**src/tmr2_pkg.sv**
```systemverilog
package tmr2_pkg;
    localparam logic [7:0] TMR2_OFS_CONTROL   = 8'hC8;
    localparam logic [7:0] TMR2_OFS_MODE      = 8'hC9;
    localparam logic [7:0] TMR2_OFS_RCMP_LOW  = 8'hCA;
    localparam logic [7:0] TMR2_OFS_RCMP_HIGH = 8'hCB;
    localparam logic [7:0] TMR2_OFS_CNT_LOW   = 8'hCC;
    localparam logic [7:0] TMR2_OFS_CNT_HIGH  = 8'hCD;
    localparam logic [7:0] TMR2_OFS_CAP0_LOW  = 8'hE0;
    localparam logic [7:0] TMR2_OFS_CAP0_HIGH = 8'hE1;
    localparam logic [7:0] TMR2_OFS_CAP1_LOW  = 8'hE2;
    localparam logic [7:0] TMR2_OFS_CAP1_HIGH = 8'hE3;
    localparam logic [7:0] TMR2_OFS_CAP2_LOW  = 8'hE4;
    localparam logic [7:0] TMR2_OFS_CAP2_HIGH = 8'hE5;
    localparam logic [7:0] TMR2_OFS_IE        = 8'hE6;
    localparam int         TMR2_BIT_FLAG      = 7;
    localparam int         TMR2_BIT_RUN       = 2;
    localparam int         TMR2_BIT_MODE      = 0;
    localparam int         TMR2_BIT_RELOAD_ENABLE      = 7;
    localparam int         TMR2_DIV_HI        = 6;
    localparam int         TMR2_DIV_LO        = 4;
    localparam int         TMR2_BIT_CAPCLR    = 3;
    localparam int         TMR2_BIT_CMPCLR    = 2;
    localparam int         TMR2_TRIG_HI       = 1;
    localparam int         TMR2_TRIG_LO       = 0;
    localparam int         TMR2_BIT_IE_TMR    = 0;
    localparam int         TMR2_BIT_IE_GLB    = 1;
    localparam logic [7:0] TMR2_CONTROL_MASK  = 8'h85;
    localparam logic [7:0] TMR2_RST_BYTE      = 8'h00;
    localparam logic [15:0] TMR2_RST_WORD     = 16'h0000;
    localparam logic [15:0] TMR2_CNT_MAX      = 16'hFFFF;
    localparam logic [8:0] TMR2_PRE_ZERO      = 9'h000;
    localparam logic [1:0] TMR2_TRIG_OVF      = 2'h0;
    localparam int         TMR2_NUM_CAP       = 3;
endpackage

```
**src/tmr2_prescaler.sv**
```systemverilog
`timescale 1ns/100ps
`default_nettype none
module tmr2_prescaler
    import tmr2_pkg::*;
(
    input  wire logic       clk,
    input  wire logic       sys_rst,
    input  wire logic       run,
    input  wire logic [2:0] sel,
    output logic            tick
);
    logic [8:0] cnt_ff;
    logic [8:0] nxt_cnt;
    logic [8:0] last;

    // terminal count for the chosen ratio
    function automatic logic [8:0] div_last(input logic [2:0] s);
        unique case (s)
            3'h0: div_last = 9'h000;
            3'h1: div_last = 9'h003;
            3'h2: div_last = 9'h00F;
            3'h3: div_last = 9'h01F;
            3'h4: div_last = 9'h03F;
            3'h5: div_last = 9'h07F;
            3'h6: div_last = 9'h0FF;
            default: div_last = 9'h1FF;
        endcase
    endfunction

    always_comb begin
        last = div_last(sel);
        tick = run && (cnt_ff >= last);
        if (!run || tick) begin
            nxt_cnt = TMR2_PRE_ZERO;
        end else begin
            nxt_cnt = cnt_ff + 9'h001;
        end
    end

    always_ff @(posedge clk or posedge sys_rst) begin
        if (sys_rst) begin
            cnt_ff <= TMR2_PRE_ZERO;
        end else begin
            cnt_ff <= nxt_cnt;
        end
    end
endmodule
`default_nettype wire

```
**src/tmr2_timer.sv**
```systemverilog
// Function
// - 16-bit up counter held as high and low count bytes.
// - prescaler field bits 6:4 divides clock by 1,4,16,32,64,128,256,512.
// - counter advances only while run bit set; clearing stops increments, but captures can still reload or clear the count.
// - control bit 0 picks auto-reload (0) or compare (1).
// - flag bit 7 set on overflow or match; only software clears it.
// - interrupt request when flag, timer enable and global enable all set.
// - reload copies reload pair only when reload enable bit set.
// - trigger field 1:0 selects overflow or capture channel 0,1,2.
// - auto-reload mode loads count from reload pair on selected event.
// - auto-reload with capture auto-clear zeroes counter on capture.
// - with capture auto-clear, capture only clears, never reloads.
// - compare mode sets flag when counter equals compare pair while run bit set.
// - compare mode with match auto-clear zeroes counter after match.
// - reload/compare pair is software readable and writable as bytes.
// - every capture copies count to its result register before any clear.
`timescale 1ns/100ps
`default_nettype none
module tmr2_timer
    import tmr2_pkg::*;
(
    input  wire logic       clk,
    input  wire logic       sys_rst,
    input  wire logic [7:0] reg_addr,
    input  wire logic [7:0] reg_wdata,
    input  wire logic       reg_wr,
    input  wire logic       reg_rd,
    output logic      [7:0] reg_rdata,
    input  wire logic [2:0] cap_event,
    output logic            irq_req
);
    ////////////////////////////////////////////////////////////////////
    logic [7:0]  ctrl_ff;
    logic [7:0]  nxt_ctrl;
    logic [7:0]  mode_ff;
    logic [7:0]  nxt_mode;
    logic [15:0] rcmp_ff;
    logic [15:0] nxt_rcmp;
    logic [15:0] cnt_ff;
    logic [15:0] nxt_cnt;
    logic [15:0] cap_ff [TMR2_NUM_CAP];
    logic [15:0] nxt_cap [TMR2_NUM_CAP];
    logic [1:0]  ie_ff;
    logic [1:0]  nxt_ie;
    logic [7:0]  rdata_ff;
    logic [7:0]  nxt_rdata;

    logic        tick;
    logic        run;
    logic        cmp_mode;
    logic        ovf;
    logic        match;
    logic        cap_any;
    logic        trig_cap;
    logic        reload_evt;
    logic        set_flag;
    logic [1:0]  trig_sel;
    logic [15:0] cnt_inc;

    function automatic logic hit(input logic [7:0] a, input logic [7:0] o);
        hit = reg_wr && (a == o);
    endfunction

    ////////////////////////////////////////////////////////////////////
    assign run      = ctrl_ff[TMR2_BIT_RUN];
    assign cmp_mode = ctrl_ff[TMR2_BIT_MODE];
    assign trig_sel = mode_ff[TMR2_TRIG_HI:TMR2_TRIG_LO];

    tmr2_prescaler u_pre (
        .clk     (clk),
        .sys_rst (sys_rst),
        .run     (run),
        .sel     (mode_ff[TMR2_DIV_HI:TMR2_DIV_LO]),
        .tick    (tick)
    );

    ////////////////////////////////////////////////////////////////////
    always_comb begin
        cnt_inc  = cnt_ff + 16'h0001;
        ovf      = tick && (cnt_ff == TMR2_CNT_MAX);
        // match checked on the value the count just reached
        match    = cmp_mode && run && (cnt_ff == rcmp_ff);
        cap_any  = |cap_event;
        // a capture only triggers on its own channel, never out of range
        unique case (trig_sel)
            2'h0: trig_cap = 1'b0;
            2'h1: trig_cap = cap_event[0];
            2'h2: trig_cap = cap_event[1];
            2'h3: trig_cap = cap_event[2];
        endcase
        reload_evt = (trig_sel == TMR2_TRIG_OVF) ? ovf : trig_cap;
        set_flag = ovf || match;

        nxt_cnt = cnt_ff;
        if (tick) begin
            nxt_cnt = cnt_inc;
        end
        if (!cmp_mode) begin
            if (mode_ff[TMR2_BIT_CAPCLR] && cap_any) begin
                nxt_cnt = TMR2_RST_WORD;
            end else if (reload_evt && mode_ff[TMR2_BIT_RELOAD_ENABLE]) begin
                nxt_cnt = rcmp_ff;
            end
        end else if (match && mode_ff[TMR2_BIT_CMPCLR]) begin
            // clear lands one cycle after the match is seen
            nxt_cnt = TMR2_RST_WORD;
        end
        if (hit(reg_addr, TMR2_OFS_CNT_LOW)) begin
            nxt_cnt[7:0] = reg_wdata;
        end
        if (hit(reg_addr, TMR2_OFS_CNT_HIGH)) begin
            nxt_cnt[15:8] = reg_wdata;
        end
    end

    ////////////////////////////////////////////////////////////////////
    always_comb begin
        nxt_ctrl = ctrl_ff;
        nxt_mode = mode_ff;
        nxt_rcmp = rcmp_ff;
        nxt_ie   = ie_ff;
        for (int i = 0; i < TMR2_NUM_CAP; i++) begin
            nxt_cap[i] = cap_ff[i];
            if (cap_event[i]) begin
                nxt_cap[i] = cnt_ff;
            end
        end
        if (hit(reg_addr, TMR2_OFS_CONTROL)) begin
            nxt_ctrl = reg_wdata & TMR2_CONTROL_MASK;
        end
        // hardware set beats a same-cycle software clear
        if (set_flag) begin
            nxt_ctrl[TMR2_BIT_FLAG] = 1'b1;
        end
        if (hit(reg_addr, TMR2_OFS_MODE)) begin
            nxt_mode = reg_wdata;
        end
        if (hit(reg_addr, TMR2_OFS_RCMP_LOW)) begin
            nxt_rcmp[7:0] = reg_wdata;
        end
        if (hit(reg_addr, TMR2_OFS_RCMP_HIGH)) begin
            nxt_rcmp[15:8] = reg_wdata;
        end
        if (hit(reg_addr, TMR2_OFS_IE)) begin
            nxt_ie = reg_wdata[1:0];
        end
    end

    ////////////////////////////////////////////////////////////////////
    always_comb begin
        nxt_rdata = TMR2_RST_BYTE;
        if (reg_rd) begin
            unique case (reg_addr)
                TMR2_OFS_CONTROL:   nxt_rdata = ctrl_ff;
                TMR2_OFS_MODE:      nxt_rdata = mode_ff;
                TMR2_OFS_RCMP_LOW:  nxt_rdata = rcmp_ff[7:0];
                TMR2_OFS_RCMP_HIGH: nxt_rdata = rcmp_ff[15:8];
                TMR2_OFS_CNT_LOW:   nxt_rdata = cnt_ff[7:0];
                TMR2_OFS_CNT_HIGH:  nxt_rdata = cnt_ff[15:8];
                TMR2_OFS_CAP0_LOW:  nxt_rdata = cap_ff[0][7:0];
                TMR2_OFS_CAP0_HIGH: nxt_rdata = cap_ff[0][15:8];
                TMR2_OFS_CAP1_LOW:  nxt_rdata = cap_ff[1][7:0];
                TMR2_OFS_CAP1_HIGH: nxt_rdata = cap_ff[1][15:8];
                TMR2_OFS_CAP2_LOW:  nxt_rdata = cap_ff[2][7:0];
                TMR2_OFS_CAP2_HIGH: nxt_rdata = cap_ff[2][15:8];
                TMR2_OFS_IE:        nxt_rdata = {6'h00, ie_ff};
                default:            nxt_rdata = TMR2_RST_BYTE;
            endcase
        end
    end

    ////////////////////////////////////////////////////////////////////
    always_ff @(posedge clk or posedge sys_rst) begin
        if (sys_rst) begin
            cnt_ff <= TMR2_RST_WORD;
        end else begin
            cnt_ff <= nxt_cnt;
        end
    end

    always_ff @(posedge clk or posedge sys_rst) begin
        if (sys_rst) begin
            ctrl_ff <= TMR2_RST_BYTE;
            mode_ff <= TMR2_RST_BYTE;
            rcmp_ff <= TMR2_RST_WORD;
            ie_ff   <= 2'h0;
            for (int i = 0; i < TMR2_NUM_CAP; i++) begin
                cap_ff[i] <= TMR2_RST_WORD;
            end
        end else begin
            ctrl_ff <= nxt_ctrl;
            mode_ff <= nxt_mode;
            rcmp_ff <= nxt_rcmp;
            ie_ff   <= nxt_ie;
            for (int i = 0; i < TMR2_NUM_CAP; i++) begin
                cap_ff[i] <= nxt_cap[i];
            end
        end
    end

    // read data lasts one cycle, then falls back to zero
    always_ff @(posedge clk or posedge sys_rst) begin
        if (sys_rst) begin
            rdata_ff <= TMR2_RST_BYTE;
        end else begin
            rdata_ff <= nxt_rdata;
        end
    end

    assign reg_rdata = rdata_ff;
    assign irq_req   = ctrl_ff[TMR2_BIT_FLAG] && ie_ff[TMR2_BIT_IE_TMR]
                       && ie_ff[TMR2_BIT_IE_GLB];

    ////////////////////////////////////////////////////////////////////
    AST_HALT_HOLDS: assert property (
        @(posedge clk) disable iff (sys_rst)
        !run && !reg_wr && !(|cap_event) |=> $stable(cnt_ff))
        else $error("count moved while halted");
    AST_FLAG_STICKY: assert property (
        @(posedge clk) disable iff (sys_rst)
        ctrl_ff[TMR2_BIT_FLAG] && !reg_wr |=> ctrl_ff[TMR2_BIT_FLAG])
        else $error("flag cleared by hardware");
    AST_OVF_FLAG: assert property (
        @(posedge clk) disable iff (sys_rst)
        ovf |=> ctrl_ff[TMR2_BIT_FLAG])
        else $error("overflow did not set flag");
    AST_WRAP: assert property (
        @(posedge clk) disable iff (sys_rst)
        ovf && !cmp_mode && !mode_ff[TMR2_BIT_RELOAD_ENABLE] && !(|cap_event)
        && !reg_wr |=> cnt_ff == TMR2_RST_WORD)
        else $error("no wrap to zero");
    AST_RELOAD: assert property (
        @(posedge clk) disable iff (sys_rst)
        !cmp_mode && ovf && mode_ff[TMR2_BIT_RELOAD_ENABLE] && trig_sel == 2'h0
        && !(|cap_event) && !reg_wr |=> cnt_ff == $past(rcmp_ff))
        else $error("reload value not loaded");
    AST_CAPCLR: assert property (
        @(posedge clk) disable iff (sys_rst)
        !cmp_mode && mode_ff[TMR2_BIT_CAPCLR] && cap_event[0] && !reg_wr
        |=> cnt_ff == TMR2_RST_WORD && cap_ff[0] == $past(cnt_ff))
        else $error("capture clear or copy wrong");
    AST_MATCH: assert property (
        @(posedge clk) disable iff (sys_rst)
        cmp_mode && run && cnt_ff == rcmp_ff |=> ctrl_ff[TMR2_BIT_FLAG])
        else $error("match did not set flag");
    AST_CMPCLR: assert property (
        @(posedge clk) disable iff (sys_rst)
        match && mode_ff[TMR2_BIT_CMPCLR] && !reg_wr
        |=> cnt_ff == TMR2_RST_WORD)
        else $error("match clear missing");
    AST_IRQ: assert property (
        @(posedge clk) disable iff (sys_rst)
        irq_req == (ctrl_ff[7] && ie_ff == 2'h3))
        else $error("irq gating wrong");
    AST_NOLOAD_OFF: assert property (
        @(posedge clk) disable iff (sys_rst)
        !cmp_mode && !mode_ff[TMR2_BIT_RELOAD_ENABLE] && !(|cap_event) && !reg_wr
        && !tick |=> $stable(cnt_ff))
        else $error("load while disabled");
    AST_HALT_NO_TICK: assert property (
        @(posedge clk) disable iff (sys_rst)
        !run |-> !tick)
        else $error("prescaler ticked while halted");
    AST_DIV1_TICK: assert property (
        @(posedge clk) disable iff (sys_rst)
        run && mode_ff[TMR2_DIV_HI:TMR2_DIV_LO] == 3'h0 |-> tick)
        else $error("divide by one missed a tick");
    AST_DIV4_GAP: assert property (
        @(posedge clk) disable iff (sys_rst)
        tick && mode_ff[TMR2_DIV_HI:TMR2_DIV_LO] == 3'h1
        |=> (!tick || mode_ff[TMR2_DIV_HI:TMR2_DIV_LO] != 3'h1) [*3])
        else $error("divide by four ticked early");
    AST_CMP_NO_RELOAD: assert property (
        @(posedge clk) disable iff (sys_rst)
        cmp_mode && !tick && !match && !reg_wr |=> $stable(cnt_ff))
        else $error("count moved in compare mode");
    AST_FLAG_SW_CLR: assert property (
        @(posedge clk) disable iff (sys_rst)
        reg_wr && reg_addr == TMR2_OFS_CONTROL && !set_flag
        && !reg_wdata[TMR2_BIT_FLAG] |=> !ctrl_ff[TMR2_BIT_FLAG])
        else $error("software clear of flag lost");
    AST_TRIG_SEL: assert property (
        @(posedge clk) disable iff (sys_rst)
        !cmp_mode && mode_ff[TMR2_BIT_RELOAD_ENABLE] && !mode_ff[TMR2_BIT_CAPCLR]
        && trig_sel == 2'h2 && cap_event[1] && !reg_wr
        |=> cnt_ff == $past(rcmp_ff))
        else $error("selected capture did not reload");
    AST_TRIG_OTHER: assert property (
        @(posedge clk) disable iff (sys_rst)
        !cmp_mode && !mode_ff[TMR2_BIT_CAPCLR] && trig_sel == 2'h1
        && cap_event[1] && !cap_event[0] && !tick && !reg_wr
        |=> $stable(cnt_ff))
        else $error("unselected capture changed count");
    AST_CAP_KEEP: assert property (
        @(posedge clk) disable iff (sys_rst)
        !cmp_mode && !mode_ff[TMR2_BIT_CAPCLR] && cap_event[2] && !trig_cap
        && !tick && !reg_wr |=> $stable(cnt_ff))
        else $error("capture disturbed count");
    AST_CAPCLR_ONLY: assert property (
        @(posedge clk) disable iff (sys_rst)
        !cmp_mode && mode_ff[TMR2_BIT_CAPCLR] && mode_ff[TMR2_BIT_RELOAD_ENABLE]
        && trig_cap && !reg_wr |=> cnt_ff == TMR2_RST_WORD)
        else $error("capture reloaded instead of clearing");
    AST_MATCH_KEEP: assert property (
        @(posedge clk) disable iff (sys_rst)
        match && !mode_ff[TMR2_BIT_CMPCLR] && !tick && !reg_wr
        |=> $stable(cnt_ff))
        else $error("match cleared count while clear off");
    AST_RCMP_LOW_WR: assert property (
        @(posedge clk) disable iff (sys_rst)
        reg_wr && reg_addr == TMR2_OFS_RCMP_LOW
        |=> rcmp_ff[7:0] == $past(reg_wdata))
        else $error("reload low byte write lost");
    AST_RCMP_HIGH_WR: assert property (
        @(posedge clk) disable iff (sys_rst)
        reg_wr && reg_addr == TMR2_OFS_RCMP_HIGH
        |=> rcmp_ff[15:8] == $past(reg_wdata))
        else $error("reload high byte write lost");
    AST_CAP1_COPY: assert property (
        @(posedge clk) disable iff (sys_rst)
        cap_event[1] |=> cap_ff[1] == $past(cnt_ff))
        else $error("capture one copy wrong");
    AST_CAP2_COPY: assert property (
        @(posedge clk) disable iff (sys_rst)
        cap_event[2] |=> cap_ff[2] == $past(cnt_ff))
        else $error("capture two copy wrong");
endmodule
`default_nettype wire

```
**config.mk**
```make
export PLATFORM = sky130hd
export DESIGN_NAME = tmr2_timer
export DESIGN_NICKNAME = d
export VERILOG_FILES = /design/src/tmr2_pkg.sv /design/src/tmr2_prescaler.sv /design/src/tmr2_timer.sv
export SDC_FILE = /design/constraint.sdc
export NUM_CORES = 1
export LEC_CHECK = 0
export BUFFER_PORTS_ARGS = -buffer_cell sky130_fd_sc_hd__clkbuf_2
export CORE_AREA = 3 3 105 107
export CTS_CLUSTER_SIZE = 16
export DETAILED_ROUTE_END_ITERATION = 6
export DIE_AREA = 0 0 108 110
export PLACE_DENSITY = 0.79
export SLEW_MARGIN = 20
export SYNTH_ARGS = -nofsm -noshare
export SYNTH_HDL_FRONTEND = slang
export SYNTH_SLANG_ARGS = --single-unit
```
**constraint.sdc**
```tcl
create_clock -name clk -period 3.4 [get_ports clk]
set_input_delay 0.17 -clock clk [delete_from_list [all_inputs] [get_ports clk]]
set_output_delay 0.17 -clock clk [all_outputs]
set_load 0.01 [all_outputs]
```
==> impl_results.html, run 1 <==
<table>
<tr><th>Metric</th><th>Value</th></tr>
<tr><th colspan="2">Outcome</th></tr>
<tr><td>Outcome</td><td>complete, no violations</td></tr>
<tr><th colspan="2">Finish</th></tr>
<tr><td>Relative area change from synthesis to final layout</td><td>6.86%</td></tr>
<tr><td>Sequential cell area in the final layout</td><td>2750 µm²</td></tr>
<tr><td>Net count, final</td><td>646</td></tr>
<tr><td>Area of the multi-input gates</td><td>3240 µm²</td></tr>
<tr><td>Fill cells</td><td>806</td></tr>
<tr><td>Antenna diode instance count</td><td>0</td></tr>
<tr><td>Final Util</td><td>65.2%</td></tr>
<tr><td>Fraction of layout cells with a size suffix above 1</td><td>25.3%</td></tr>
<tr><th colspan="2">Critical path</th></tr>
<tr><td>Cell family contributing the most delay on the critical path</td><td>compound AO/OA/AOI/OAI gates</td></tr>
<tr><td>Cell-by-cell listing of the critical path</td><td>or3_1 -&gt; ha_1 -&gt; nor2b_1 -&gt; o21ai_0 -&gt; a211o_1 -&gt; a41oi_2 -&gt; o21ai_0 -&gt; o21ai_0 -&gt; a22o_1</td></tr>
<tr><td>Number of cells on the worst reg-to-reg path</td><td>9</td></tr>
<tr><td>Reg2reg setup slack</td><td>0.32 ns</td></tr>
<tr><td>Endpoint arrival time on the critical path</td><td>3.36 ns</td></tr>
<tr><td>Delay of the slowest cell on the worst path</td><td>0.46 ns</td></tr>
<tr><td>Crit path required time</td><td>3.68 ns</td></tr>
<tr><td>Crit path max-delay cell type</td><td>sky130_fd_sc_hd__dfrtp_1</td></tr>
<tr><td>Critical-path maximum fanout</td><td>15</td></tr>
<tr><td>Most repeated library cell on the critical path</td><td>sky130_fd_sc_hd__o21ai_0</td></tr>
<tr><td>Category of the worst setup path capture point</td><td>flip-flop</td></tr>
<tr><td>Startpoint types</td><td>flip-flop</td></tr>
<tr><td>Worst r2r dst</td><td>cnt_ff[14]</td></tr>
<tr><td>Startpoint of the worst-slack reg-to-reg timing path</td><td>mode_ff[5]</td></tr>
<tr><td>Number of buffers and inverters on the critical path</td><td>0</td></tr>
<tr><td>Critical Setup Path Class</td><td>flip-flop to flip-flop</td></tr>
<tr><th colspan="2">Timing</th></tr>
<tr><td>Final setup skew</td><td>0.0155 ns</td></tr>
<tr><td>Final WS setup</td><td>0.321 ns</td></tr>
<tr><td>Setup repair after global routing missed its margin</td><td>no</td></tr>
<tr><td>Setup-failing EPs final</td><td>0</td></tr>
<tr><td>Final hold violations</td><td>0</td></tr>
<tr><td>Max-slew headroom at the worst pin</td><td>37.4%</td></tr>
<tr><td>Total negative setup slack</td><td>0 ns</td></tr>
<tr><td>Hold WS</td><td>0.0314 ns</td></tr>
<tr><td>Post-route fraction of the period consumed by the critical path</td><td>90.6%</td></tr>
<tr><td>Transition time of the tightest slew-check pin</td><td>0.935 ns</td></tr>
<tr><td>Upper clock frequency limit</td><td>325 MHz</td></tr>
<tr><td>Minimum period implied by the final worst setup slack</td><td>3.08 ns</td></tr>
<tr><td>Max-slew violation count</td><td>0</td></tr>
<tr><th colspan="2">GRT</th></tr>
<tr><td>Pin count of the biggest net entering global routing</td><td>89</td></tr>
<tr><td>Initial antenna violation count</td><td>0</td></tr>
<tr><td>GRT Resource Usage Total</td><td>29.9%</td></tr>
<tr><td>Wire length of the first global-routing pass</td><td>27000 µm</td></tr>
<tr><td>Number of global-route vias before repair</td><td>5099</td></tr>
<tr><td>Total gr overflow</td><td>0</td></tr>
<tr><th colspan="2">Floorplanning</th></tr>
<tr><td>Die outline width</td><td>108 µm</td></tr>
<tr><td>CORE AREA</td><td>10200 µm²</td></tr>
<tr><td>Height of the chip</td><td>110 µm</td></tr>
<tr><td>Boundary pin count</td><td>32</td></tr>
<tr><td>Total die area</td><td>11900 µm²</td></tr>
<tr><td>Number of standard-cell rows in the floorplan</td><td>37</td></tr>
<tr><td>Initial cell density of the core</td><td>61.0%</td></tr>
<tr><th colspan="2">Route</th></tr>
<tr><td>Antenna Nets Post-Route</td><td>0</td></tr>
<tr><td>Routed wirelength normalized by instance count</td><td>22.2 µm</td></tr>
<tr><td>Final wirelength</td><td>16700 µm</td></tr>
<tr><td>Per-cell via count in the routed design</td><td>6.70</td></tr>
<tr><td>Detailed-router iteration count before antenna repair</td><td>5</td></tr>
<tr><td>Number of DRC violations after detailed-routing iteration 0</td><td>509</td></tr>
<tr><td>Drc violations</td><td>0</td></tr>
<tr><td>Total via count in the routed design</td><td>5041</td></tr>
<tr><th colspan="2">Synthesis</th></tr>
<tr><td>Post-synth cell types</td><td>64</td></tr>
<tr><td>Commonest cells post-synth</td><td>sky130_fd_sc_hd__dfrtp_1, sky130_fd_sc_hd__mux2_2, sky130_fd_sc_hd__nand2_1</td></tr>
<tr><td>Proportion of netlist area held by the largest area contributor</td><td>44.1%</td></tr>
<tr><td>Share of synthesized registers carrying an async set or reset</td><td>100%</td></tr>
<tr><td>Dominant cell type by area after synthesis</td><td>sky130_fd_sc_hd__dfrtp_1</td></tr>
<tr><td>Ys flop type</td><td>sky130_fd_sc_hd__dfrtp_1</td></tr>
<tr><td>Sequential area share after synthesis</td><td>44.1%</td></tr>
<tr><td>Most instantiated library cell after synthesis</td><td>sky130_fd_sc_hd__dfrtp_1</td></tr>
<tr><td>Netlist area before placement</td><td>6240 µm²</td></tr>
<tr><td>Average footprint of a synthesized cell</td><td>10.4 µm²</td></tr>
<tr><td>Post-Synthesis Net Count</td><td>633</td></tr>
<tr><td>Number of synthesized flops with an enable pin</td><td>0</td></tr>
<tr><td>Seq cells post-synth</td><td>110</td></tr>
<tr><td>Area contributors post-synth</td><td>sky130_fd_sc_hd__dfrtp_1, sky130_fd_sc_hd__mux2_2, sky130_fd_sc_hd__nand2_1, sky130_fd_sc_hd__xor2_1, sky130_fd_sc_hd__xnor2_1</td></tr>
<tr><td>Count of warnings emitted by yosys</td><td>0</td></tr>
<tr><td>Gate Count Post-Synth</td><td>599</td></tr>
<tr><th colspan="2">Hold path</th></tr>
<tr><td>WHS Path Cells</td><td>2</td></tr>
<tr><td>Worst hold path endpoint</td><td>rcmp_ff[11]</td></tr>
<tr><td>Type of the worst min-delay path</td><td>input pin to flip-flop</td></tr>
<tr><td>Origin of the worst min-delay path</td><td>reg_wdata[3]</td></tr>
<tr><th colspan="2">Placed design</th></tr>
<tr><td>Global placer's final weighted congestion</td><td>0.940</td></tr>
<tr><td>Post-detail-place hpwl</td><td>11900 µm</td></tr>
<tr><td>Number of buffers inserted by port buffering</td><td>31</td></tr>
<tr><td>Pre-CTS worst setup slack</td><td>0.374 ns</td></tr>
<tr><th colspan="2">Clock tree</th></tr>
<tr><td>Clock root buffer</td><td>sky130_fd_sc_hd__clkbuf_8</td></tr>
<tr><td>Post-CTS Setup Repair Bufs</td><td>0</td></tr>
<tr><td>Maximum level of the CTS H-tree</td><td>3</td></tr>
<tr><td>Latest clock arrival within the worst-skew pair</td><td>0.39 ns</td></tr>
<tr><td>Number of clock sinks seen by CTS</td><td>110</td></tr>
<tr><td>Post-cts resize count</td><td>0</td></tr>
<tr><td>Number of buffers created by CTS</td><td>9</td></tr>
<tr><td>Max Root-Sink Buffers</td><td>2</td></tr>
<tr><td>Clock transition time at the flip-flop clock pins of the worst setup and hold paths</td><td>0.10 ns</td></tr>
<tr><td>Hold buffer count at CTS</td><td>0</td></tr>
<tr><td>Clock tree from TritonCTS</td><td>yes</td></tr>
<tr><th colspan="2">Run</th></tr>
<tr><td>Total of max-cap violations</td><td>0</td></tr>
<tr><th colspan="2">Power and ir drop</th></tr>
<tr><td>Overall power after layout</td><td>0.00280 W</td></tr>
<tr><td>Lkg Pwr</td><td>3.13 nW</td></tr>
<tr><td>Clock Power Share</td><td>28.7%</td></tr>
<tr><td>Net switching power figure</td><td>0.000813 W</td></tr>
<tr><td>Part of the power in combinational logic</td><td>16.1%</td></tr>
<tr><td>Internal power component</td><td>0.00198 W</td></tr>
<tr><td>Switching part of the total</td><td>29.1%</td></tr>
<tr><td>Power density of the placed cells</td><td>419 nW/µm²</td></tr>
<tr><td>Maximum vdd drop</td><td>0.341 mV</td></tr>
<tr><td>Power share of the sequential group</td><td>55.2%</td></tr>
</table>
## flip-flops by register name (all words and copies together), names as in the netlist
signal,count
cap_ff,48
cnt_ff,16
ctrl_ff,3
ie_ff,2
mode_ff,8
rcmp_ff,16
reg_rdata,8
u_pre.cnt_ff,9
## cell families after synthesis
kind of cell               share of synthesized area, %
xor gates and xnor gates                           4.91
adders and majority gates                          2.20
buffers and inverters                              4.01
and+or+nand+nor                                    14.1
AOI/OAI and AO/OA                                  14.3
muxes                                              16.4
DFF                                                44.1
## power groups by stage
stage / clock network (W) / registers (W) / logic, W
2_1_floorplan: 0 / 0.00149 / 0.000368
3_3_place_gp: 0 / 0.00156 / 0.000425
3_5_place_dp: 0 / 0.00157 / 0.000440
4_1_cts: 0.000813 / 0.00154 / 0.000443
5_1_grt: 0.000866 / 0.00156 / 0.000492
6_report: 0.000803 / 0.00155 / 0.000449
## metrics by stage
stage	cells	instance area (µm²)
after floorplan	599	6240
after global placement	736	6460
after detailed placement	736	6460
after CTS	751	6660
after global routing	752	6670
final	752	6670
## how the worst max path moves through the flow
stage          cells past startpoint         end  slack, ns        from
4_1_cts                            9   cnt_ff[4]       0.36  mode_ff[5]
2_1_floorplan                      1   cap_ff[0]       0.33     sys_rst
3_3_place_gp                       9  cnt_ff[11]       0.46  mode_ff[5]
6_report                           9  cnt_ff[14]       0.32  mode_ff[5]
3_5_place_dp                       9   cnt_ff[4]       0.37  mode_ff[5]
5_1_grt                            9   cnt_ff[4]        0.1  mode_ff[5]
## placed cells by master (no fill, tap or decap), types with 17 or more instances in the layout
cell type                  synthesis  routed
sky130_fd_sc_hd__clkbuf_2          3      31
sky130_fd_sc_hd__nand3_1          23      23
sky130_fd_sc_hd__xnor2_1          17      17
sky130_fd_sc_hd__mux2_2           78      78
sky130_fd_sc_hd__nand2_1          46      46
sky130_fd_sc_hd__a21oi_1          21      21
sky130_fd_sc_hd__nor2_1           35      35
sky130_fd_sc_hd__o21ai_0          28      28
sky130_fd_sc_hd__dfrtp_1         110     110
sky130_fd_sc_hd__xor2_1           18      18
## per-layer routing
| metal | wire (µm) | track usage [%] | vias to the layer above |
|---|---|---|---|
| li1 | - | - | 2195 |
| met1 | 6860 | 39.0 | 2500 |
| met2 | 7880 | 48.5 | 267 |
| met3 | 1260 | 5.53 | 79 |
| met4 | 701 | 14.2 | 0 |
| met5 | 0 | 0 | - |
## final cells by class
class,instances,area share (%)
Clock buffer,10,2.06
Clock inverter,5,0.863
Inverter,10,0.638
Multi-Input combinational cell,435,48.6
Sequential cell,110,41.3
Tap cell,136,2.55
Timing Repair Buffer,46,4.05
Power figures use the tool's default switching activity.
==> inputs of run 2 (changes only) <==
PLACE_DENSITY = 0.88   (was 0.79)
==> run 2 against run 1 <==
  * Total power is 2.9% higher
  * Via count is 1.9% higher
  * Maximum frequency fell by 1.5%
  * Routed wire length is 0.67% higher
  * Largest power group unchanged
  * First-iteration DRC count increased by 11%
  * Final cell count is 0.27% higher
==> impl_results.html, run 2 (same netlist as run 1, synthesis figures left out) <==
<table>
<tr><th>Metric</th><th>Value</th></tr>
<tr><th colspan="2">Outcome</th></tr>
<tr><td>Outcome</td><td>complete, no violations</td></tr>
<tr><th colspan="2">Floorplanning</th></tr>
<tr><td>Height of the chip</td><td>110 µm</td></tr>
<tr><td>Boundary pin count</td><td>32</td></tr>
<tr><td>Die outline width</td><td>108 µm</td></tr>
<tr><td>Total die area</td><td>11900 µm²</td></tr>
<tr><td>CORE AREA</td><td>10200 µm²</td></tr>
<tr><td>Number of standard-cell rows in the floorplan</td><td>37</td></tr>
<tr><td>Initial cell density of the core</td><td>61.0%</td></tr>
<tr><th colspan="2">Clock tree</th></tr>
<tr><td>Clock root buffer</td><td>sky130_fd_sc_hd__clkbuf_8</td></tr>
<tr><td>Post-CTS Setup Repair Bufs</td><td>0</td></tr>
<tr><td>Clock tree from TritonCTS</td><td>yes</td></tr>
<tr><td>Number of buffers created by CTS</td><td>9</td></tr>
<tr><td>Maximum level of the CTS H-tree</td><td>3</td></tr>
<tr><td>Max Root-Sink Buffers</td><td>2</td></tr>
<tr><td>Number of clock sinks seen by CTS</td><td>110</td></tr>
<tr><td>Latest clock arrival within the worst-skew pair</td><td>0.39 ns</td></tr>
<tr><td>Clock transition time at the flip-flop clock pins of the worst setup and hold paths</td><td>0.10 ns</td></tr>
<tr><th colspan="2">Finish</th></tr>
<tr><td>Relative area change from synthesis to final layout</td><td>7.46%</td></tr>
<tr><td>Fraction of layout cells with a size suffix above 1</td><td>25.6%</td></tr>
<tr><td>Leading cell types in the layout, fill and taps excluded</td><td>sky130_fd_sc_hd__dfrtp_1, sky130_fd_sc_hd__mux2_2, sky130_fd_sc_hd__nand2_1</td></tr>
<tr><td>Largest register FFs</td><td>48</td></tr>
<tr><td>Antenna diode instance count</td><td>0</td></tr>
<tr><td>Net count, final</td><td>648</td></tr>
<tr><td>Biggest register</td><td>cap_ff</td></tr>
<tr><td>Largest registers</td><td>cap_ff (48), cnt_ff (16), rcmp_ff (16)</td></tr>
<tr><td>Fill cells</td><td>784</td></tr>
<tr><td>Most common cell after layout, fill and taps aside</td><td>sky130_fd_sc_hd__dfrtp_1</td></tr>
<tr><th colspan="2">Critical path</th></tr>
<tr><td>Cell family contributing the most delay on the critical path</td><td>compound AO/OA/AOI/OAI gates</td></tr>
<tr><td>Most repeated library cell on the critical path</td><td>sky130_fd_sc_hd__o21ai_0</td></tr>
<tr><td>Crit path launch</td><td>mode_ff[4]</td></tr>
<tr><td>Critical-path maximum fanout</td><td>15</td></tr>
<tr><td>Crit path max-delay cell type</td><td>sky130_fd_sc_hd__a41oi_2</td></tr>
<tr><td>Startpoint of the worst-slack reg-to-reg timing path</td><td>mode_ff[4]</td></tr>
<tr><td>Cell-by-cell listing of the critical path</td><td>or3_1 -&gt; ha_1 -&gt; nor2b_1 -&gt; o21ai_0 -&gt; a211o_1 -&gt; a41oi_2 -&gt; o21ai_0 -&gt; o21ai_0 -&gt; a22o_1</td></tr>
<tr><td>Number of buffers and inverters on the critical path</td><td>0</td></tr>
<tr><td>Crit path required time</td><td>3.73 ns</td></tr>
<tr><td>Startpoint types</td><td>flip-flop</td></tr>
<tr><td>Delay of the slowest cell on the worst path</td><td>0.67 ns</td></tr>
<tr><td>Category of the worst setup path capture point</td><td>flip-flop</td></tr>
<tr><td>Number of cells on the worst reg-to-reg path</td><td>9</td></tr>
<tr><td>Worst r2r dst</td><td>cnt_ff[14]</td></tr>
<tr><td>Endpoint arrival time on the critical path</td><td>3.46 ns</td></tr>
<tr><td>Reg2reg setup slack</td><td>0.28 ns</td></tr>
<tr><td>Critical Setup Path Class</td><td>flip-flop to flip-flop</td></tr>
<tr><th colspan="2">Run</th></tr>
<tr><td>Total of max-cap violations</td><td>0</td></tr>
<tr><th colspan="2">Timing</th></tr>
<tr><td>Transition time of the tightest slew-check pin</td><td>0.933 ns</td></tr>
<tr><td>Total negative setup slack</td><td>0 ns</td></tr>
<tr><td>Post-route fraction of the period consumed by the critical path</td><td>91.9%</td></tr>
<tr><td>Upper clock frequency limit</td><td>320 MHz</td></tr>
<tr><td>Setup-failing EPs final</td><td>0</td></tr>
<tr><td>Hold WS</td><td>0.0398 ns</td></tr>
<tr><td>Minimum period implied by the final worst setup slack</td><td>3.12 ns</td></tr>
<tr><td>Max-slew headroom at the worst pin</td><td>37.5%</td></tr>
<tr><td>Final WS setup</td><td>0.275 ns</td></tr>
<tr><td>Max-slew violation count</td><td>0</td></tr>
<tr><td>Final setup skew</td><td>0.0125 ns</td></tr>
<tr><td>Setup repair after global routing missed its margin</td><td>no</td></tr>
<tr><td>Final hold violations</td><td>0</td></tr>
<tr><th colspan="2">Placed design</th></tr>
<tr><td>Number of buffers inserted by port buffering</td><td>31</td></tr>
<tr><td>Post-detail-place hpwl</td><td>12200 µm</td></tr>
<tr><td>Pre-CTS worst setup slack</td><td>0.366 ns</td></tr>
<tr><td>Global placer's final weighted congestion</td><td>1.05</td></tr>
<tr><th colspan="2">Route</th></tr>
<tr><td>Per-cell via count in the routed design</td><td>6.81</td></tr>
<tr><td>Detailed-router iteration count before antenna repair</td><td>6</td></tr>
<tr><td>Routed length on met3</td><td>1480 µm</td></tr>
<tr><td>Antenna Nets Post-Route</td><td>0</td></tr>
<tr><td>Met2 wirelength from detailed routing</td><td>7950 µm</td></tr>
<tr><td>Final wirelength</td><td>16800 µm</td></tr>
<tr><td>Routed length on met1</td><td>6540 µm</td></tr>
<tr><td>Drc violations</td><td>0</td></tr>
<tr><td>Total via count in the routed design</td><td>5137</td></tr>
<tr><td>Number of DRC violations after detailed-routing iteration 0</td><td>566</td></tr>
<tr><td>Routed wirelength normalized by instance count</td><td>22.3 µm</td></tr>
<tr><td>Uppermost signal routing layer after detailed routing</td><td>met4</td></tr>
<tr><th colspan="2">GRT</th></tr>
<tr><td>Total gr overflow</td><td>0</td></tr>
<tr><td>GRT Resource Usage Total</td><td>30.1%</td></tr>
<tr><td>Number of global-route vias before repair</td><td>5260</td></tr>
<tr><td>Wire length of the first global-routing pass</td><td>27300 µm</td></tr>
<tr><td>Initial antenna violation count</td><td>0</td></tr>
<tr><td>Pin count of the biggest net entering global routing</td><td>72</td></tr>
<tr><th colspan="2">Hold path</th></tr>
<tr><td>Worst hold path endpoint</td><td>rcmp_ff[11]</td></tr>
<tr><td>Type of the worst min-delay path</td><td>input pin to flip-flop</td></tr>
<tr><td>Origin of the worst min-delay path</td><td>reg_wdata[3]</td></tr>
<tr><td>WHS Path Cells</td><td>2</td></tr>
<tr><th colspan="2">Power and ir drop</th></tr>
<tr><td>Lkg Pwr</td><td>3.15 nW</td></tr>
<tr><td>Maximum vdd drop</td><td>0.267 mV</td></tr>
<tr><td>Power density of the placed cells</td><td>429 nW/µm²</td></tr>
<tr><td>Overall power after layout</td><td>0.00288 W</td></tr>
</table>
==> run 2: layout make-up <==
| cell class | instances | area, µm² | area share, % |
|---|---|---|---|
| timing repair buffer | 48 | 285 | 4.25 |
| multi-input combinational | 435 | 3240 | 48.3 |
| clock buffer | 10 | 138 | 2.05 |
| sequential | 110 | 2750 | 41.0 |
| inverter | 10 | 40.0 | 0.597 |
| tap | 136 | 170 | 2.54 |
| clock inverter | 5 | 82.6 | 1.23 |
==> run 2: worst register-to-register path, cell delays in order (launching register included) <==
cell	delay, ns
sky130_fd_sc_hd__dfrtp_1	0.45
sky130_fd_sc_hd__or3_1	0.43
sky130_fd_sc_hd__ha_1	0.29
sky130_fd_sc_hd__nor2b_1	0.11
sky130_fd_sc_hd__o21ai_0	0.09
sky130_fd_sc_hd__a211o_1	0.40
sky130_fd_sc_hd__a41oi_2	0.68
sky130_fd_sc_hd__o21ai_0	0.24
sky130_fd_sc_hd__o21ai_0	0.23
sky130_fd_sc_hd__a22o_1	0.15
==> run 2: worst max path at each step <==
| stage | depth (start not counted) | slack (ns) | to |
|---|---|---|---|
| finish | 9 | 0.28 | cnt_ff[14] |
| global route | 9 | 0.04 | cnt_ff[2] |
| CTS | 9 | 0.32 | cnt_ff[5] |
| detailed placement | 9 | 0.37 | cnt_ff[5] |
| global placement | 9 | 0.52 | cnt_ff[4] |
| floorplan | 1 | 0.33 | cap_ff[0] |
==> run 2: stage by stage <==
stage	utilization, %	instance area [µm²]	cells
finish	65.6	6710	754
global route	65.6	6710	754
CTS	65.6	6710	754
detailed placement	63.3	6480	738
global placement	63.3	6480	738
floorplan	-	6240	599
==> run 2: per-layer routing <==
layer,vias to the layer above,GRT usage (%)
met1,2503,38.2
met3,104,7.16
met4,0,17.0
met5,-,0
met2,335,47.6
li1,2195,-
==> run 2: where the power goes <==
group	leakage [nW]	switching, W	total (W)	internal, W
combinational	1.53	0.000246	0.000460	0.000214
sequential	1.51	0.000132	0.00155	0.00142
clock	0.113	0.000438	0.000871	0.000434
==> run 2: what timing repair did <==
action                    CTS  global route
hold endpoints to repair   69             0
hold buffers                1             0
gates resized for setup     0             0
==> inputs of run 3 (changes only) <==
BUFFER_PORTS_ARGS = unset   (was -buffer_cell sky130_fd_sc_hd__clkbuf_2)
CORE_AREA = 3 3 103 105   (was 3 3 105 107)
DIE_AREA = 0 0 106 108   (was 0 0 108 110)
DONT_BUFFER_PORTS = 1   (was unset)
==> run 3 against run 2 <==
  * Clock-buffer cell count is 3 higher
  * Utilization is 2.8 points higher
  * Critical path depth stayed put
  * Global-route usage is 1.3 points higher
  * Critical path type unchanged
  * Highest routed layer unchanged
  * Sequential cell count stayed put
  * Largest cell class unchanged
==> impl_results.html, run 3 (same netlist as run 1, synthesis figures left out) <==
<table>
<tr><th>Metric</th><th>Value</th></tr>
<tr><th colspan="2">Outcome</th></tr>
<tr><td>Outcome</td><td>complete, no violations</td></tr>
<tr><th colspan="2">Power and ir drop</th></tr>
<tr><td>Switching part of the total</td><td>28.5%</td></tr>
<tr><td>Lkg Pwr</td><td>3.06 nW</td></tr>
<tr><td>Power density of the placed cells</td><td>427 nW/µm²</td></tr>
<tr><td>Overall power after layout</td><td>0.00284 W</td></tr>
<tr><td>Net switching power figure</td><td>0.000810 W</td></tr>
<tr><td>Power share of the sequential group</td><td>54.9%</td></tr>
<tr><td>Part of the power in combinational logic</td><td>14.8%</td></tr>
<tr><td>Clock Power Share</td><td>30.3%</td></tr>
<tr><td>Maximum vdd drop</td><td>0.426 mV</td></tr>
<tr><td>Internal power component</td><td>0.00203 W</td></tr>
<tr><th colspan="2">Route</th></tr>
<tr><td>Drc violations</td><td>0</td></tr>
<tr><td>Detailed-router iteration count before antenna repair</td><td>5</td></tr>
<tr><td>Antenna Nets Post-Route</td><td>0</td></tr>
<tr><td>Met2 wirelength from detailed routing</td><td>7810 µm</td></tr>
<tr><td>Routed length on met3</td><td>1640 µm</td></tr>
<tr><td>Routed wirelength normalized by instance count</td><td>23.4 µm</td></tr>
<tr><td>Per-cell via count in the routed design</td><td>6.73</td></tr>
<tr><td>Number of DRC violations after detailed-routing iteration 0</td><td>469</td></tr>
<tr><td>Routed length on met1</td><td>6880 µm</td></tr>
<tr><td>Uppermost signal routing layer after detailed routing</td><td>met4</td></tr>
<tr><td>Total via count in the routed design</td><td>4920</td></tr>
<tr><td>Final wirelength</td><td>17100 µm</td></tr>
<tr><th colspan="2">Timing</th></tr>
<tr><td>Max-slew headroom at the worst pin</td><td>36.0%</td></tr>
<tr><td>Final hold violations</td><td>0</td></tr>
<tr><td>Final setup skew</td><td>0.0181 ns</td></tr>
<tr><td>Transition time of the tightest slew-check pin</td><td>0.958 ns</td></tr>
<tr><td>Setup repair after global routing missed its margin</td><td>no</td></tr>
<tr><td>Setup-failing EPs final</td><td>0</td></tr>
<tr><td>Minimum period implied by the final worst setup slack</td><td>3.17 ns</td></tr>
<tr><td>Max-slew violation count</td><td>0</td></tr>
<tr><td>Post-route fraction of the period consumed by the critical path</td><td>93.1%</td></tr>
<tr><td>Total negative setup slack</td><td>0 ns</td></tr>
<tr><td>Upper clock frequency limit</td><td>316 MHz</td></tr>
<tr><th colspan="2">Critical path</th></tr>
<tr><td>Critical Path Sink</td><td>cnt_ff[11]</td></tr>
<tr><td>Startpoint types</td><td>flip-flop</td></tr>
<tr><td>Crit path launch</td><td>mode_ff[5]</td></tr>
<tr><td>Reg2reg setup slack</td><td>0.23 ns</td></tr>
<tr><td>Critical-path maximum fanout</td><td>15</td></tr>
<tr><td>Category of the worst setup path capture point</td><td>flip-flop</td></tr>
<tr><td>Number of cells on the worst reg-to-reg path</td><td>9</td></tr>
<tr><td>Endpoint arrival time on the critical path</td><td>3.42 ns</td></tr>
<tr><td>Worst r2r dst</td><td>cnt_ff[11]</td></tr>
<tr><td>Critical Setup Path Class</td><td>flip-flop to flip-flop</td></tr>
<tr><td>Startpoint of the worst-slack reg-to-reg timing path</td><td>mode_ff[5]</td></tr>
<tr><td>Crit path required time</td><td>3.66 ns</td></tr>
<tr><th colspan="2">Clock tree</th></tr>
<tr><td>Number of clock sinks seen by CTS</td><td>110</td></tr>
<tr><td>Clock transition time at the flip-flop clock pins of the worst setup and hold paths</td><td>0.11 ns</td></tr>
<tr><td>Max Root-Sink Buffers</td><td>2</td></tr>
<tr><td>Latest clock arrival within the worst-skew pair</td><td>0.40 ns</td></tr>
<tr><td>Number of buffers created by CTS</td><td>9</td></tr>
<tr><td>Clock root buffer</td><td>sky130_fd_sc_hd__clkbuf_8</td></tr>
<tr><td>Post-CTS Setup Repair Bufs</td><td>0</td></tr>
<tr><td>Clock tree from TritonCTS</td><td>yes</td></tr>
<tr><td>Maximum level of the CTS H-tree</td><td>3</td></tr>
<tr><th colspan="2">Run</th></tr>
<tr><td>Total of max-cap violations</td><td>0</td></tr>
<tr><th colspan="2">Floorplanning</th></tr>
<tr><td>Boundary pin count</td><td>32</td></tr>
<tr><td>Height of the chip</td><td>108 µm</td></tr>
<tr><td>Initial cell density of the core</td><td>64.2%</td></tr>
<tr><td>Die outline width</td><td>106 µm</td></tr>
<tr><td>CORE AREA</td><td>9730 µm²</td></tr>
<tr><td>Total die area</td><td>11400 µm²</td></tr>
<tr><td>Number of standard-cell rows in the floorplan</td><td>36</td></tr>
<tr><th colspan="2">Finish</th></tr>
<tr><td>Largest register FFs</td><td>48</td></tr>
<tr><td>Net count, final</td><td>627</td></tr>
<tr><td>Antenna diode instance count</td><td>0</td></tr>
<tr><td>Leading cell types in the layout, fill and taps excluded</td><td>sky130_fd_sc_hd__dfrtp_1, sky130_fd_sc_hd__mux2_2, sky130_fd_sc_hd__nand2_1</td></tr>
<tr><td>Largest registers</td><td>cap_ff (48), cnt_ff (16), rcmp_ff (16)</td></tr>
<tr><td>Most common cell after layout, fill and taps aside</td><td>sky130_fd_sc_hd__dfrtp_1</td></tr>
<tr><td>Biggest register</td><td>cap_ff</td></tr>
<tr><td>Final design instance area without fill</td><td>6660 µm²</td></tr>
<tr><td>Relative area change from synthesis to final layout</td><td>6.61%</td></tr>
<tr><td>Fill cells</td><td>736</td></tr>
<tr><td>Fraction of layout cells with a size suffix above 1</td><td>20.6%</td></tr>
<tr><th colspan="2">GRT</th></tr>
<tr><td>Initial antenna violation count</td><td>0</td></tr>
<tr><td>Number of global-route vias before repair</td><td>5036</td></tr>
<tr><td>Total gr overflow</td><td>0</td></tr>
<tr><td>Pin count of the biggest net entering global routing</td><td>52</td></tr>
<tr><td>Wire length of the first global-routing pass</td><td>27200 µm</td></tr>
<tr><td>GRT Resource Usage Total</td><td>31.4%</td></tr>
<tr><th colspan="2">Placed design</th></tr>
<tr><td>Standard cell area after detailed placement</td><td>6290 µm²</td></tr>
<tr><td>Number of buffers inserted by port buffering</td><td>0</td></tr>
<tr><td>Global placer's final weighted congestion</td><td>0.951</td></tr>
<tr><td>Post-detail-place hpwl</td><td>11800 µm</td></tr>
<tr><th colspan="2">Hold path</th></tr>
<tr><td>Type of the worst min-delay path</td><td>input pin to flip-flop</td></tr>
</table>
==> run 3: cell count changes in the layout (fill, tap and decap cells not counted), sizes merged <==
cell,change
clkinv,-2
buf,-4
dlygate4sd3,+14
clkbuf,-28
inv,+1
bufinv,-1
==> run 3: timing repair <==
action | 4_1_cts | 5_1_grt
hold buffers | 14 | 1
resized for setup | 0 | 0
hold endpoints to repair | 140 | 1
==> run 3: worst max-delay path: stages (launching register included) <==
cell                       delay, ns
sky130_fd_sc_hd__dfrtp_1        0.46
sky130_fd_sc_hd__or3_1          0.39
sky130_fd_sc_hd__ha_1           0.29
sky130_fd_sc_hd__nor2b_1        0.05
sky130_fd_sc_hd__o21ai_0        0.20
sky130_fd_sc_hd__a211o_1        0.46
sky130_fd_sc_hd__a41oi_2        0.47
sky130_fd_sc_hd__a21bo_1        0.38
sky130_fd_sc_hd__a221oi_2       0.26
sky130_fd_sc_hd__a21oi_1        0.06
==> run 3: how the worst min path moves through the flow <==
| stage | startpoint | to | slack [ns] | cells after the start |
|---|---|---|---|---|
| 2_1_floorplan | reg_wdata[4] | cnt_ff[4] | 0.29 | 2 |
| 3_3_place_gp | sys_rst | cnt_ff[5] | 0.16 | 1 |
| 3_5_place_dp | sys_rst | u_pre.cnt_ff[2] | 0.17 | 1 |
| 4_1_cts | reg_addr[0] | reg_rdata[1] | 0.003 | 3 |
| 5_1_grt | reg_addr[1] | reg_rdata[1] | 0.004 | 3 |
| 6_report | reg_addr[1] | reg_rdata[1] | 0.01 | 3 |
==> run 3: final cells by class <==
type / instances / area, µm² / share of cell area, %
repair buffers: 27 / 240 / 3.61
flip-flops and latches: 110 / 2750 / 41.4
inverters: 10 / 40.0 / 0.602
clock buffers: 13 / 169 / 2.54
well taps: 133 / 166 / 2.50
clock inverters: 3 / 47.5 / 0.714
multi-input cells: 435 / 3240 / 48.7
==> run 3: through the flow <==
stage / instances / utilization [%] / setup slack (ns) / hold WS (ns)
after CTS: 730 / 68.3 / 0.331 / 0.00273
after detailed placement: 700 / 64.6 / 0.356 / 0.166
after global placement: 700 / 64.6 / 0.496 / 0.158
after floorplan: 599 / - / 0.328 / 0.285
final: 731 / 68.4 / 0.235 / 0.0145
after global routing: 731 / 68.4 / 0.00395 / 0.00375
==> run 3: layer usage <==
layer	vias up	track usage, %
li1	2163	-
met1	2431	40.9
met2	267	49.3
met3	59	8.54
met4	0	14.8
met5	-	0
==> run 3: power groups by stage <==
| stage | sequential [W] | clock, W | combinational, W |
|---|---|---|---|
| after floorplan | 0.00149 | 0 | 0.000368 |
| after global placement | 0.00157 | 0 | 0.000364 |
| after detailed placement | 0.00158 | 0 | 0.000381 |
| after CTS | 0.00156 | 0.000869 | 0.000417 |
| after global routing | 0.00157 | 0.000920 | 0.000462 |
| final | 0.00156 | 0.000859 | 0.000421 |
